`src/hdl/lcdcps_pkg.sv`:
```
package lcdcps_pkg;

   // ----------------------------------------------------------------
   // Bus and register map
   // ----------------------------------------------------------------
   localparam int          ADDR_W             = 12;
   localparam int          DATA_W             = 32;
   localparam logic [9:0]  LCD_CONTROL_INDEX  = 10'h0B1;
   localparam logic [9:0]  LCD_STATUS_INDEX   = 10'h0B2;
   localparam logic [1:0]  RESP_OKAY          = 2'h0;
   localparam logic [1:0]  RESP_SLVERR        = 2'h2;

   // ----------------------------------------------------------------
   // Control register fields
   // ----------------------------------------------------------------
   localparam int          DISPLAY_ON_BIT     = 7;
   localparam int          CLOCK_SELECT_BIT   = 6;
   localparam int          FRAME_RATE_LSB     = 4;
   localparam int          DUTY_SELECT_BIT    = 3;
   localparam int          SPLIT_LSB          = 0;
   localparam logic [7:0]  LCD_CONTROL_RESET  = 8'h2F;

   // ----------------------------------------------------------------
   // Split codes and timing
   // ----------------------------------------------------------------
   localparam logic [2:0]  SPLIT_ALL_IO       = 3'h0;
   localparam logic [2:0]  SPLIT_ALL_SEGMENT  = 3'h7;
   localparam logic [5:0]  FAST_RC_DIV_LAST   = 6'h3F;
   localparam logic [3:0]  FRAME_DIV_RATE0    = 4'h8;
   localparam logic [3:0]  FRAME_DIV_RATE1    = 4'h4;
   localparam logic [3:0]  FRAME_DIV_RATE2    = 4'h2;
   localparam logic [3:0]  FRAME_DIV_RATE3    = 4'h1;
   localparam logic [1:0]  LAST_COM_THIRD     = 2'h2;
   localparam logic [1:0]  LAST_COM_QUARTER   = 2'h3;

   typedef enum logic [0:0] {
      BUS_IDLE = 1'b0,
      BUS_RESP = 1'b1
   } lcdcps_bus_e;

endpackage : lcdcps_pkg

```
`src/hdl/lcdcps_frame_if.sv`:
```
`timescale 1ns/1ps
interface lcdcps_frame_if;
   logic       enable;
   logic       clock_select;
   logic [1:0] frame_rate;
   logic       duty;
   logic [1:0] com_index;
   logic       polarity;

   modport ctl (output enable, output clock_select, output frame_rate, output duty,
                input com_index, input polarity);
   modport gen (input enable, input clock_select, input frame_rate, input duty,
                output com_index, output polarity);
endinterface : lcdcps_frame_if

```
`src/hdl/lcdcps_frame_gen.sv`:
```
`timescale 1ns/1ps
module lcdcps_frame_gen (
   input  wire logic   sys_clk,
   input  wire logic   reset,
   input  wire logic   clk_en,
   input  wire logic   slow_crystal_clock,
   input  wire logic   fast_rc_clock,
   lcdcps_frame_if.gen frm
);

   logic       slow_prev;
   logic       fast_prev;
   logic [5:0] fast_cnt;
   logic [3:0] phase_cnt;
   logic [1:0] com_index;
   logic       polarity;
   logic       next_slow_prev;
   logic       next_fast_prev;
   logic [5:0] next_fast_cnt;
   logic [3:0] next_phase_cnt;
   logic [1:0] next_com_index;
   logic       next_polarity;
   logic       src_tick;
   logic [3:0] phase_last;
   logic [1:0] com_last;

   localparam logic [3:0] FRAME_DIV_RATE0_M1 = lcdcps_pkg::FRAME_DIV_RATE0 - 4'h1;
   localparam logic [3:0] FRAME_DIV_RATE1_M1 = lcdcps_pkg::FRAME_DIV_RATE1 - 4'h1;
   localparam logic [3:0] FRAME_DIV_RATE2_M1 = lcdcps_pkg::FRAME_DIV_RATE2 - 4'h1;
   localparam logic [3:0] FRAME_DIV_RATE3_M1 = lcdcps_pkg::FRAME_DIV_RATE3 - 4'h1;

   // ----------------------------------------------------------------
   // Source select, rate divider, common sequencer
   // ----------------------------------------------------------------
   always_comb begin
      next_slow_prev = slow_crystal_clock;
      next_fast_prev = fast_rc_clock;
      next_fast_cnt  = fast_cnt;
      next_phase_cnt = phase_cnt;
      next_com_index = com_index;
      next_polarity  = polarity;
      src_tick       = 1'b0;
      case (frm.frame_rate)
         2'h0:    phase_last = FRAME_DIV_RATE0_M1;
         2'h1:    phase_last = FRAME_DIV_RATE1_M1;
         2'h2:    phase_last = FRAME_DIV_RATE2_M1;
         default: phase_last = FRAME_DIV_RATE3_M1;
      endcase
      com_last = frm.duty ? lcdcps_pkg::LAST_COM_QUARTER : lcdcps_pkg::LAST_COM_THIRD;
      if (!frm.enable) begin
         next_fast_cnt  = 6'h00;
         next_phase_cnt = 4'h0;
         next_com_index = 2'h0;
         next_polarity  = 1'b0;
      end else begin
         if (fast_rc_clock && !fast_prev) begin
            next_fast_cnt = fast_cnt + 6'h01;
         end
         if (frm.clock_select) begin
            src_tick = fast_rc_clock && !fast_prev
                       && (fast_cnt == lcdcps_pkg::FAST_RC_DIV_LAST);
         end else begin
            src_tick = slow_crystal_clock && !slow_prev;
         end
         if (src_tick) begin
            if (phase_cnt >= phase_last) begin
               next_phase_cnt = 4'h0;
               if (com_index >= com_last) begin
                  next_com_index = 2'h0;
                  next_polarity  = !polarity;
               end else begin
                  next_com_index = com_index + 2'h1;
               end
            end else begin
               next_phase_cnt = phase_cnt + 4'h1;
            end
         end
      end
   end

   always_ff @(posedge sys_clk or posedge reset) begin
      if (reset) begin
         slow_prev <= 1'b0;
         fast_prev <= 1'b0;
         fast_cnt  <= 6'h00;
         phase_cnt <= 4'h0;
         com_index <= 2'h0;
         polarity  <= 1'b0;
      end else if (clk_en) begin
         slow_prev <= next_slow_prev;
         fast_prev <= next_fast_prev;
         fast_cnt  <= next_fast_cnt;
         phase_cnt <= next_phase_cnt;
         com_index <= next_com_index;
         polarity  <= next_polarity;
      end
   end

   assign frm.com_index = com_index;
   assign frm.polarity  = polarity;

endmodule : lcdcps_frame_gen

```
`src/hdl/lcdcps_top.sv`:
```
// The AXI4-Lite register port was chosen for this implementation.
`timescale 1ns/1ps
module lcdcps_top (
   input  wire logic        sys_clk,
   input  wire logic        reset,
   input  wire logic        clk_en,
   input  wire logic [11:0] s_axi_awaddr,
   input  wire logic        s_axi_awvalid,
   output logic             s_axi_awready,
   input  wire logic [31:0] s_axi_wdata,
   input  wire logic [3:0]  s_axi_wstrb,
   input  wire logic        s_axi_wvalid,
   output logic             s_axi_wready,
   output logic [1:0]       s_axi_bresp,
   output logic             s_axi_bvalid,
   input  wire logic        s_axi_bready,
   input  wire logic [11:0] s_axi_araddr,
   input  wire logic        s_axi_arvalid,
   output logic             s_axi_arready,
   output logic [31:0]      s_axi_rdata,
   output logic [1:0]       s_axi_rresp,
   output logic             s_axi_rvalid,
   input  wire logic        s_axi_rready,
   input  wire logic        slow_crystal_clock,
   input  wire logic        fast_rc_clock,
   input  wire logic [7:0]  gpio_out,
   input  wire logic [7:0]  gpio_oe,
   input  wire logic [7:0]  seg_data,
   output logic [7:0]       port0_out,
   output logic [7:0]       port0_oe,
   output logic [3:0]       com_out,
   output logic [3:0]       com_oe
);

   lcdcps_frame_if frm ();

   logic [7:0]              lcd_control;

   lcdcps_pkg::lcdcps_bus_e wr_state;
   lcdcps_pkg::lcdcps_bus_e rd_state;

   logic                    aw_held;
   logic                    w_held;
   logic [11:0]             aw_addr;
   logic [7:0]              w_byte;
   logic                    w_lane;

   logic [7:0]              next_lcd_control;
   lcdcps_pkg::lcdcps_bus_e next_wr_state;
   lcdcps_pkg::lcdcps_bus_e next_rd_state;

   logic                    next_aw_held;
   logic                    next_w_held;
   logic [11:0]             next_aw_addr;
   logic [7:0]              next_w_byte;
   logic                    next_w_lane;

   logic                    next_awready;
   logic                    next_wready;

   logic                    next_bvalid;
   logic [1:0]              next_bresp;

   logic                    next_arready;
   logic                    next_rvalid;
   logic [31:0]             next_rdata;
   logic [1:0]              next_rresp;

   logic [7:0]              seg_mask;

   logic [7:0]              next_port0_out;
   logic [7:0]              next_port0_oe;
   logic [3:0]              next_com_out;
   logic [3:0]              next_com_oe;

   logic [2:0]              split;
   logic                    on;

   // ----------------------------------------------------------------
   // Frame sequencer
   // ----------------------------------------------------------------
   assign frm.enable       = lcd_control[lcdcps_pkg::DISPLAY_ON_BIT];
   assign frm.clock_select = lcd_control[lcdcps_pkg::CLOCK_SELECT_BIT];
   assign frm.frame_rate   = lcd_control[lcdcps_pkg::FRAME_RATE_LSB +: 2];
   assign frm.duty         = lcd_control[lcdcps_pkg::DUTY_SELECT_BIT];

   lcdcps_frame_gen u_frame_gen (
      .sys_clk            (sys_clk),
      .reset              (reset),
      .clk_en             (clk_en),
      .slow_crystal_clock (slow_crystal_clock),
      .fast_rc_clock      (fast_rc_clock),
      .frm                (frm.gen)
   );

   // ----------------------------------------------------------------
   // Write channel
   // ----------------------------------------------------------------
   always_comb begin
      next_lcd_control = lcd_control;
      next_wr_state    = wr_state;
      next_aw_held     = aw_held;
      next_w_held      = w_held;
      next_aw_addr     = aw_addr;
      next_w_byte      = w_byte;
      next_w_lane      = w_lane;
      next_bvalid      = s_axi_bvalid;
      next_bresp       = s_axi_bresp;

      if (s_axi_awvalid && s_axi_awready) begin
         next_aw_held = 1'b1;
         next_aw_addr = s_axi_awaddr;
      end

      if (s_axi_wvalid && s_axi_wready) begin
         next_w_held = 1'b1;
         next_w_byte = s_axi_wdata[7:0];
         next_w_lane = s_axi_wstrb[0];
      end

      case (wr_state)
         lcdcps_pkg::BUS_IDLE: begin
            if (next_aw_held && next_w_held) begin
               next_aw_held  = 1'b0;
               next_w_held   = 1'b0;
               next_bvalid   = 1'b1;
               next_wr_state = lcdcps_pkg::BUS_RESP;

               if (next_aw_addr[11:2] == lcdcps_pkg::LCD_CONTROL_INDEX) begin
                  next_bresp = lcdcps_pkg::RESP_OKAY;
                  if (next_w_lane) begin
                     next_lcd_control = next_w_byte;
                  end
               end else if (next_aw_addr[11:2] == lcdcps_pkg::LCD_STATUS_INDEX) begin
                  next_bresp = lcdcps_pkg::RESP_OKAY;
               end else begin
                  next_bresp = lcdcps_pkg::RESP_SLVERR;
               end
            end
         end
         lcdcps_pkg::BUS_RESP: begin
            if (s_axi_bready) begin
               next_bvalid   = 1'b0;
               next_wr_state = lcdcps_pkg::BUS_IDLE;
            end
         end
         default: begin
            next_wr_state = lcdcps_pkg::BUS_IDLE;
         end
      endcase

      next_awready = (next_wr_state == lcdcps_pkg::BUS_IDLE) && !next_aw_held;
      next_wready  = (next_wr_state == lcdcps_pkg::BUS_IDLE) && !next_w_held;
   end

   always_ff @(posedge sys_clk or posedge reset) begin
      if (reset) begin
         lcd_control   <= lcdcps_pkg::LCD_CONTROL_RESET;
         wr_state      <= lcdcps_pkg::BUS_IDLE;
         aw_held       <= 1'b0;
         w_held        <= 1'b0;
         aw_addr       <= 12'h000;
         w_byte        <= 8'h00;
         w_lane        <= 1'b0;
         s_axi_awready <= 1'b0;
         s_axi_wready  <= 1'b0;
         s_axi_bvalid  <= 1'b0;
         s_axi_bresp   <= 2'h0;
      end else if (clk_en) begin
         lcd_control   <= next_lcd_control;
         wr_state      <= next_wr_state;
         aw_held       <= next_aw_held;
         w_held        <= next_w_held;
         aw_addr       <= next_aw_addr;
         w_byte        <= next_w_byte;
         w_lane        <= next_w_lane;
         s_axi_awready <= next_awready;
         s_axi_wready  <= next_wready;
         s_axi_bvalid  <= next_bvalid;
         s_axi_bresp   <= next_bresp;
      end
   end

   // ----------------------------------------------------------------
   // Read channel
   // ----------------------------------------------------------------
   always_comb begin
      next_rd_state = rd_state;
      next_arready  = s_axi_arready;
      next_rvalid   = s_axi_rvalid;
      next_rdata    = s_axi_rdata;
      next_rresp    = s_axi_rresp;

      case (rd_state)
         lcdcps_pkg::BUS_IDLE: begin
            next_arready = 1'b1;

            if (s_axi_arvalid && s_axi_arready) begin
               next_arready  = 1'b0;
               next_rvalid   = 1'b1;
               next_rd_state = lcdcps_pkg::BUS_RESP;
               next_rresp    = lcdcps_pkg::RESP_OKAY;

               if (s_axi_araddr[11:2] == lcdcps_pkg::LCD_CONTROL_INDEX) begin
                  next_rdata = {24'h000000, lcd_control};
               end else if (s_axi_araddr[11:2] == lcdcps_pkg::LCD_STATUS_INDEX) begin
                  next_rdata = {28'h0000000, frm.polarity, frm.enable, frm.com_index};
               end else begin
                  next_rdata = 32'h00000000;
                  next_rresp = lcdcps_pkg::RESP_SLVERR;
               end
            end
         end
         lcdcps_pkg::BUS_RESP: begin
            if (s_axi_rready) begin
               next_rvalid   = 1'b0;
               next_arready  = 1'b1;
               next_rd_state = lcdcps_pkg::BUS_IDLE;
            end
         end
         default: begin
            next_rd_state = lcdcps_pkg::BUS_IDLE;
         end
      endcase

   end

   always_ff @(posedge sys_clk or posedge reset) begin
      if (reset) begin
         rd_state      <= lcdcps_pkg::BUS_IDLE;
         s_axi_arready <= 1'b0;
         s_axi_rvalid  <= 1'b0;
         s_axi_rdata   <= 32'h00000000;
         s_axi_rresp   <= 2'h0;
      end else if (clk_en) begin
         rd_state      <= next_rd_state;
         s_axi_arready <= next_arready;
         s_axi_rvalid  <= next_rvalid;
         s_axi_rdata   <= next_rdata;
         s_axi_rresp   <= next_rresp;
      end
   end

   // ----------------------------------------------------------------
   // Port 0 split and drive levels
   // ----------------------------------------------------------------
   always_comb begin
      split = lcd_control[lcdcps_pkg::SPLIT_LSB +: 3];
      on    = lcd_control[lcdcps_pkg::DISPLAY_ON_BIT];

      case (split)
         lcdcps_pkg::SPLIT_ALL_IO:      seg_mask = 8'h00;
         3'h1:                          seg_mask = 8'hC0;
         3'h2:                          seg_mask = 8'hE0;
         3'h3:                          seg_mask = 8'hF0;
         3'h4:                          seg_mask = 8'hF8;
         3'h5:                          seg_mask = 8'hFC;
         3'h6:                          seg_mask = 8'hFE;
         lcdcps_pkg::SPLIT_ALL_SEGMENT: seg_mask = 8'hFF;
         default:                       seg_mask = 8'hFF;
      endcase

      for (int i = 0; i < 8; i++) begin
         if (seg_mask[i]) begin
            next_port0_oe[i]  = 1'b1;
            next_port0_out[i] = on && (frm.polarity ^ seg_data[i]);
         end else begin
            next_port0_oe[i]  = gpio_oe[i];
            next_port0_out[i] = gpio_out[i];
         end
      end

      for (int c = 0; c < 4; c++) begin
         next_com_oe[c]  = on && ((c < 3) || frm.duty);
         next_com_out[c] = on && ((frm.com_index == c[1:0]) ^ frm.polarity);
      end

   end

   always_ff @(posedge sys_clk or posedge reset) begin
      if (reset) begin
         port0_out <= 8'h00;
         port0_oe  <= 8'h00;
         com_out   <= 4'h0;
         com_oe    <= 4'h0;
      end else if (clk_en) begin
         port0_out <= next_port0_out;
         port0_oe  <= next_port0_oe;
         com_out   <= next_com_out;
         com_oe    <= next_com_oe;
      end
   end

endmodule : lcdcps_top

```
`config.mk`:
```
export PLATFORM = sky130hd
export DESIGN_NAME = lcdcps_top
export DESIGN_NICKNAME = d
export VERILOG_FILES = /design/src/hdl/lcdcps_pkg.sv /design/src/hdl/lcdcps_frame_if.sv /design/src/hdl/lcdcps_frame_gen.sv /design/src/hdl/lcdcps_top.sv
export SDC_FILE = /design/constraint.sdc
export NUM_CORES = 1
export LEC_CHECK = 0
export ABC_AREA = 1
export BUFFER_PORTS_ARGS = -buffer_cell sky130_fd_sc_hd__buf_2
export CAP_MARGIN = 25
export CORE_UTILIZATION = 30
export DETAILED_ROUTE_END_ITERATION = 6
export GPL_TIMING_DRIVEN = 0
export HOLD_SLACK_MARGIN = 0.1
export PLACE_DENSITY = 0.58
export SLEW_MARGIN = 20
export SYNTH_ARGS = -nofsm -noshare
export SYNTH_HDL_FRONTEND = slang
export SYNTH_SLANG_ARGS = --single-unit
```
`constraint.sdc`:
```
create_clock -name sys_clk -period 5.8 [get_ports sys_clk]
set_input_delay 0.29 -clock sys_clk [delete_from_list [all_inputs] [get_ports sys_clk]]
set_output_delay 0.29 -clock sys_clk [all_outputs]
set_load 0.05 [all_outputs]
```
==> flow_metrics.env <==
export IMPL_clock_sinks=83
export IMPL_clock_skew_ns=0.00394
export IMPL_top_usage_layer="met2"
export IMPL_synth_top_area_frac=0.428
export IMPL_clk_insertion_delay_late_ns=0.34
export IMPL_ys_warn_count=0
export IMPL_cp_common_cell="nand2_1"
export IMPL_hold_slack_ns=0.170
export IMPL_antenna_found_initial=0
export IMPL_path_clk_slew_ns=0.07
export IMPL_start_util=0.311
export IMPL_routed_via_density=4.41
export IMPL_ys_flop_type="dfrtp_1"
export IMPL_fmax_mhz=577
export IMPL_period_minus_slack_ns=1.73
export IMPL_cp_required_ns=6.03
export IMPL_post_drt_wl_per_cell_um=12.8
export IMPL_antenna_left=0
export IMPL_syn_cell_area_mm2=0.00456
export IMPL_overflow=0
export IMPL_synth_area_per_cell_um2=7.74
export IMPL_syn_to_final_growth_pct=24.9
export IMPL_die_area_mm2=0.0157
export IMPL_critPathArrivalTime_ns=1.96
export IMPL_critPathMaxStageDelay_ns=0.56
export IMPL_critPathMaxFanout=5
export IMPL_cts_htree_levels=3
export IMPL_grt_pass1_vias=3823
export IMPL_numCtsBuffers=9
export IMPL_ir_worst_vdd_mv=0.132
export IMPL_startpoint_type="flop"
export IMPL_crit_chain="nand2_1 -> ha_1 -> inv_1 -> nand2_1 -> nand2_1 -> nand2_1 -> nand2_1 -> nand2_1 -> nand2_1 -> o21ai_0 -> nand2_1"
export IMPL_vias=4045
export IMPL_period_share=0.299
export IMPL_cts_path_max_buffers=2
export IMPL_synthCells=590
export IMPL_drtPass1Iterations=7
export IMPL_cts_repair_resized=0
export IMPL_met2_usage=0.251
export IMPL_fillers=1574
export IMPL_regArea_mm2=0.00208
export IMPL_setup_viol=0
export IMPL_timing_setup_tns_ns=0
export IMPL_drv_slew=0
export IMPL_leakage_nw=3.02
export IMPL_tightest_slew_ns=0.613
export IMPL_seq_area_frac_synth=0.456
export IMPL_hold_viol_final=0
export IMPL_grt_max_degree=46
export IMPL_drive_gt1_frac=0.250
export IMPL_n_antenna_cell=0
export IMPL_wl_um=11800
export IMPL_fp_dieW_um=125
export IMPL_fp_dieH_um=125
export IMPL_drc_errors=12
export IMPL_hp_class="in2reg"
export IMPL_synth_top_area_cell="dfrtp_1"
export IMPL_powerDensity_mw_per_mm2=316
export IMPL_post_dp_hpwl_um=8790
export IMPL_violations="design-rule violations"
export IMPL_post_route_util=0.388
export IMPL_multi_input_area_mm2=0.00206
export IMPL_ctsHoldBuffers=1
export IMPL_grtUsageMet1=0.211
export IMPL_end_kind="flop"
export IMPL_crit_family="simple AND/OR/NAND/NOR gates"
export IMPL_gp_congestion=0.789
export IMPL_grt_util_all_layers=0.157
export IMPL_synth_cell_types=40
export IMPL_slew_limit_headroom=0.591
export IMPL_rows=44
export IMPL_drv_cap=0
export IMPL_cts_tree="built"
export IMPL_ys_ff_latch=83
export IMPL_grt_pass1_wl_um=19300
export IMPL_drt_first_iter_violations=269
export IMPL_pin_count=159
export IMPL_synth_edf_count=0
export IMPL_outcome="finished with violations"
export IMPL_ctsRootBufferMaster="clkbuf_16"
export IMPL_fin_nets=832
export IMPL_numPortBuffers=100
export IMPL_crit_type="reg2reg"
export IMPL_cts_setup_buffers=0
export IMPL_crit_buf_inv=1
export IMPL_core_mm2=0.0147
export IMPL_cp_slowest_cell="dfstp_2"
export IMPL_async_flop_share=1.00
export IMPL_rsz0062_at_grt="no"
export IMPL_yosys_top_cells_area="dfrtp_1 (43%), nand2_1 (13%), nor2_1 (5.7%), nand3_1 (5.0%), o21ai_0 (4.9%)"
export IMPL_met3_usage=0.0235
## report_power, final
part / switching, mW / internal, mW / leakage (nW)
logic: 0.375 / 0.158 / 1.85
registers: 0.0515 / 0.672 / 1.04
clock network: 0.251 / 0.292 / 0.124
## logic make-up after synthesis
logic type,synth area share
other cells,0.000822
flops,0.456
xor+xnor,0.00959
fa+ha+maj,0.0274
simple gates,0.286
compound gates,0.106
buf+inv,0.113
## path summary, 6_finish.rpt
path                                 from                        to  slack (ns)  depth (start not counted)
setup / recovery           lcd_control[5]  u_frame_gen.frm.polarity        4.07                         11
hold / removal                 gpio_oe[3]               port0_oe[3]        0.17                          3
setup reg to reg           lcd_control[5]  u_frame_gen.frm.polarity        4.07                         11
hold reg to reg            s_axi_rdata[7]            s_axi_rdata[7]        0.48                          2
max in group asynchronous           reset            lcd_control[2]        4.56                          4
min in group asynchronous           reset            lcd_control[4]        0.56                          3
## cell usage in the layout, fill, tap and decap left out, types with 2 or more instances in the layout
cell | synthesis | routed
nand2_1 | 155 | 155
buf_2 | 5 | 105
dfrtp_1 | 78 | 78
nor2_1 | 69 | 69
inv_1 | 56 | 55
nand3_1 | 46 | 46
o21ai_0 | 45 | 45
buf_4 | 29 | 29
conb_1 | 1 | 26
a21oi_1 | 19 | 19
a31oi_1 | 10 | 10
ha_1 | 10 | 10
clkbuf_16 | 0 | 9
clkbuf_1 | 8 | 8
nand2_2 | 8 | 8
nor2_2 | 5 | 5
dfstp_2 | 5 | 5
buf_1 | 4 | 4
xnor2_1 | 4 | 4
clkinvlp_4 | 0 | 4
nand4_1 | 3 | 3
nor3_1 | 3 | 3
inv_2 | 2 | 2
nand3b_1 | 2 | 2
o311ai_0 | 2 | 2
nand2_4 | 2 | 2
nor2_8 | 2 | 2
o211ai_1 | 2 | 2
o21a_1 | 2 | 2
## per-stage QoR
stage                     worst slack, ns  cell area, µm²  instances  total power [mW]
after floorplan                      3.38            4660        615              1.14
after global placement               2.17            5390        899              1.26
after detailed placement             4.08            5410        900              1.27
after CTS                            4.06            5700        917              1.81
after global routing                 3.90            5700        917              1.91
final                                4.07            5700        917              1.80
## worst min-delay path, stage by stage
cell and delay, ns:
buf_2 0.07, o21ai_0 0.06, nand2_1 0.06
## layout make-up
cell class	instances	area share
sequential	83	0.366
multi-input combinational	427	0.361
timing repair buffer	102	0.0931
buffer	47	0.0525
tap	184	0.0404
clock buffer	9	0.0395
inverter	58	0.0386
clock inverter	7	0.00922
## per-layer routing
metal  wire length [µm]  share of wire
met1               5560           0.47
met2               5350           0.45
met3                600          0.051
met4                261          0.022
met5                  0              0
## Yosys cell counts (8+ instances only)
library cell / instances
nand2_2: 8
nand3_1: 46
ha_1: 10
buf_4: 29
clkbuf_1: 8
a31oi_1: 10
o21ai_0: 45
inv_1: 56
dfrtp_1: 78
a21oi_1: 19
nor2_1: 69
nand2_1: 155
## state kept, by name, summed over array words and instances (netlist names), 2 cells and up
name and count:
u_frame_gen.phase_cnt 4, aw_addr 10, u_frame_gen.frm.com_index 2, u_frame_gen.fast_cnt 6, lcd_control 8, port0_oe 8, s_axi_rdata 8, com_out 4
port0_out 8, w_byte 8, com_oe 2
Note: power is estimated with default switching activity, not from simulation.
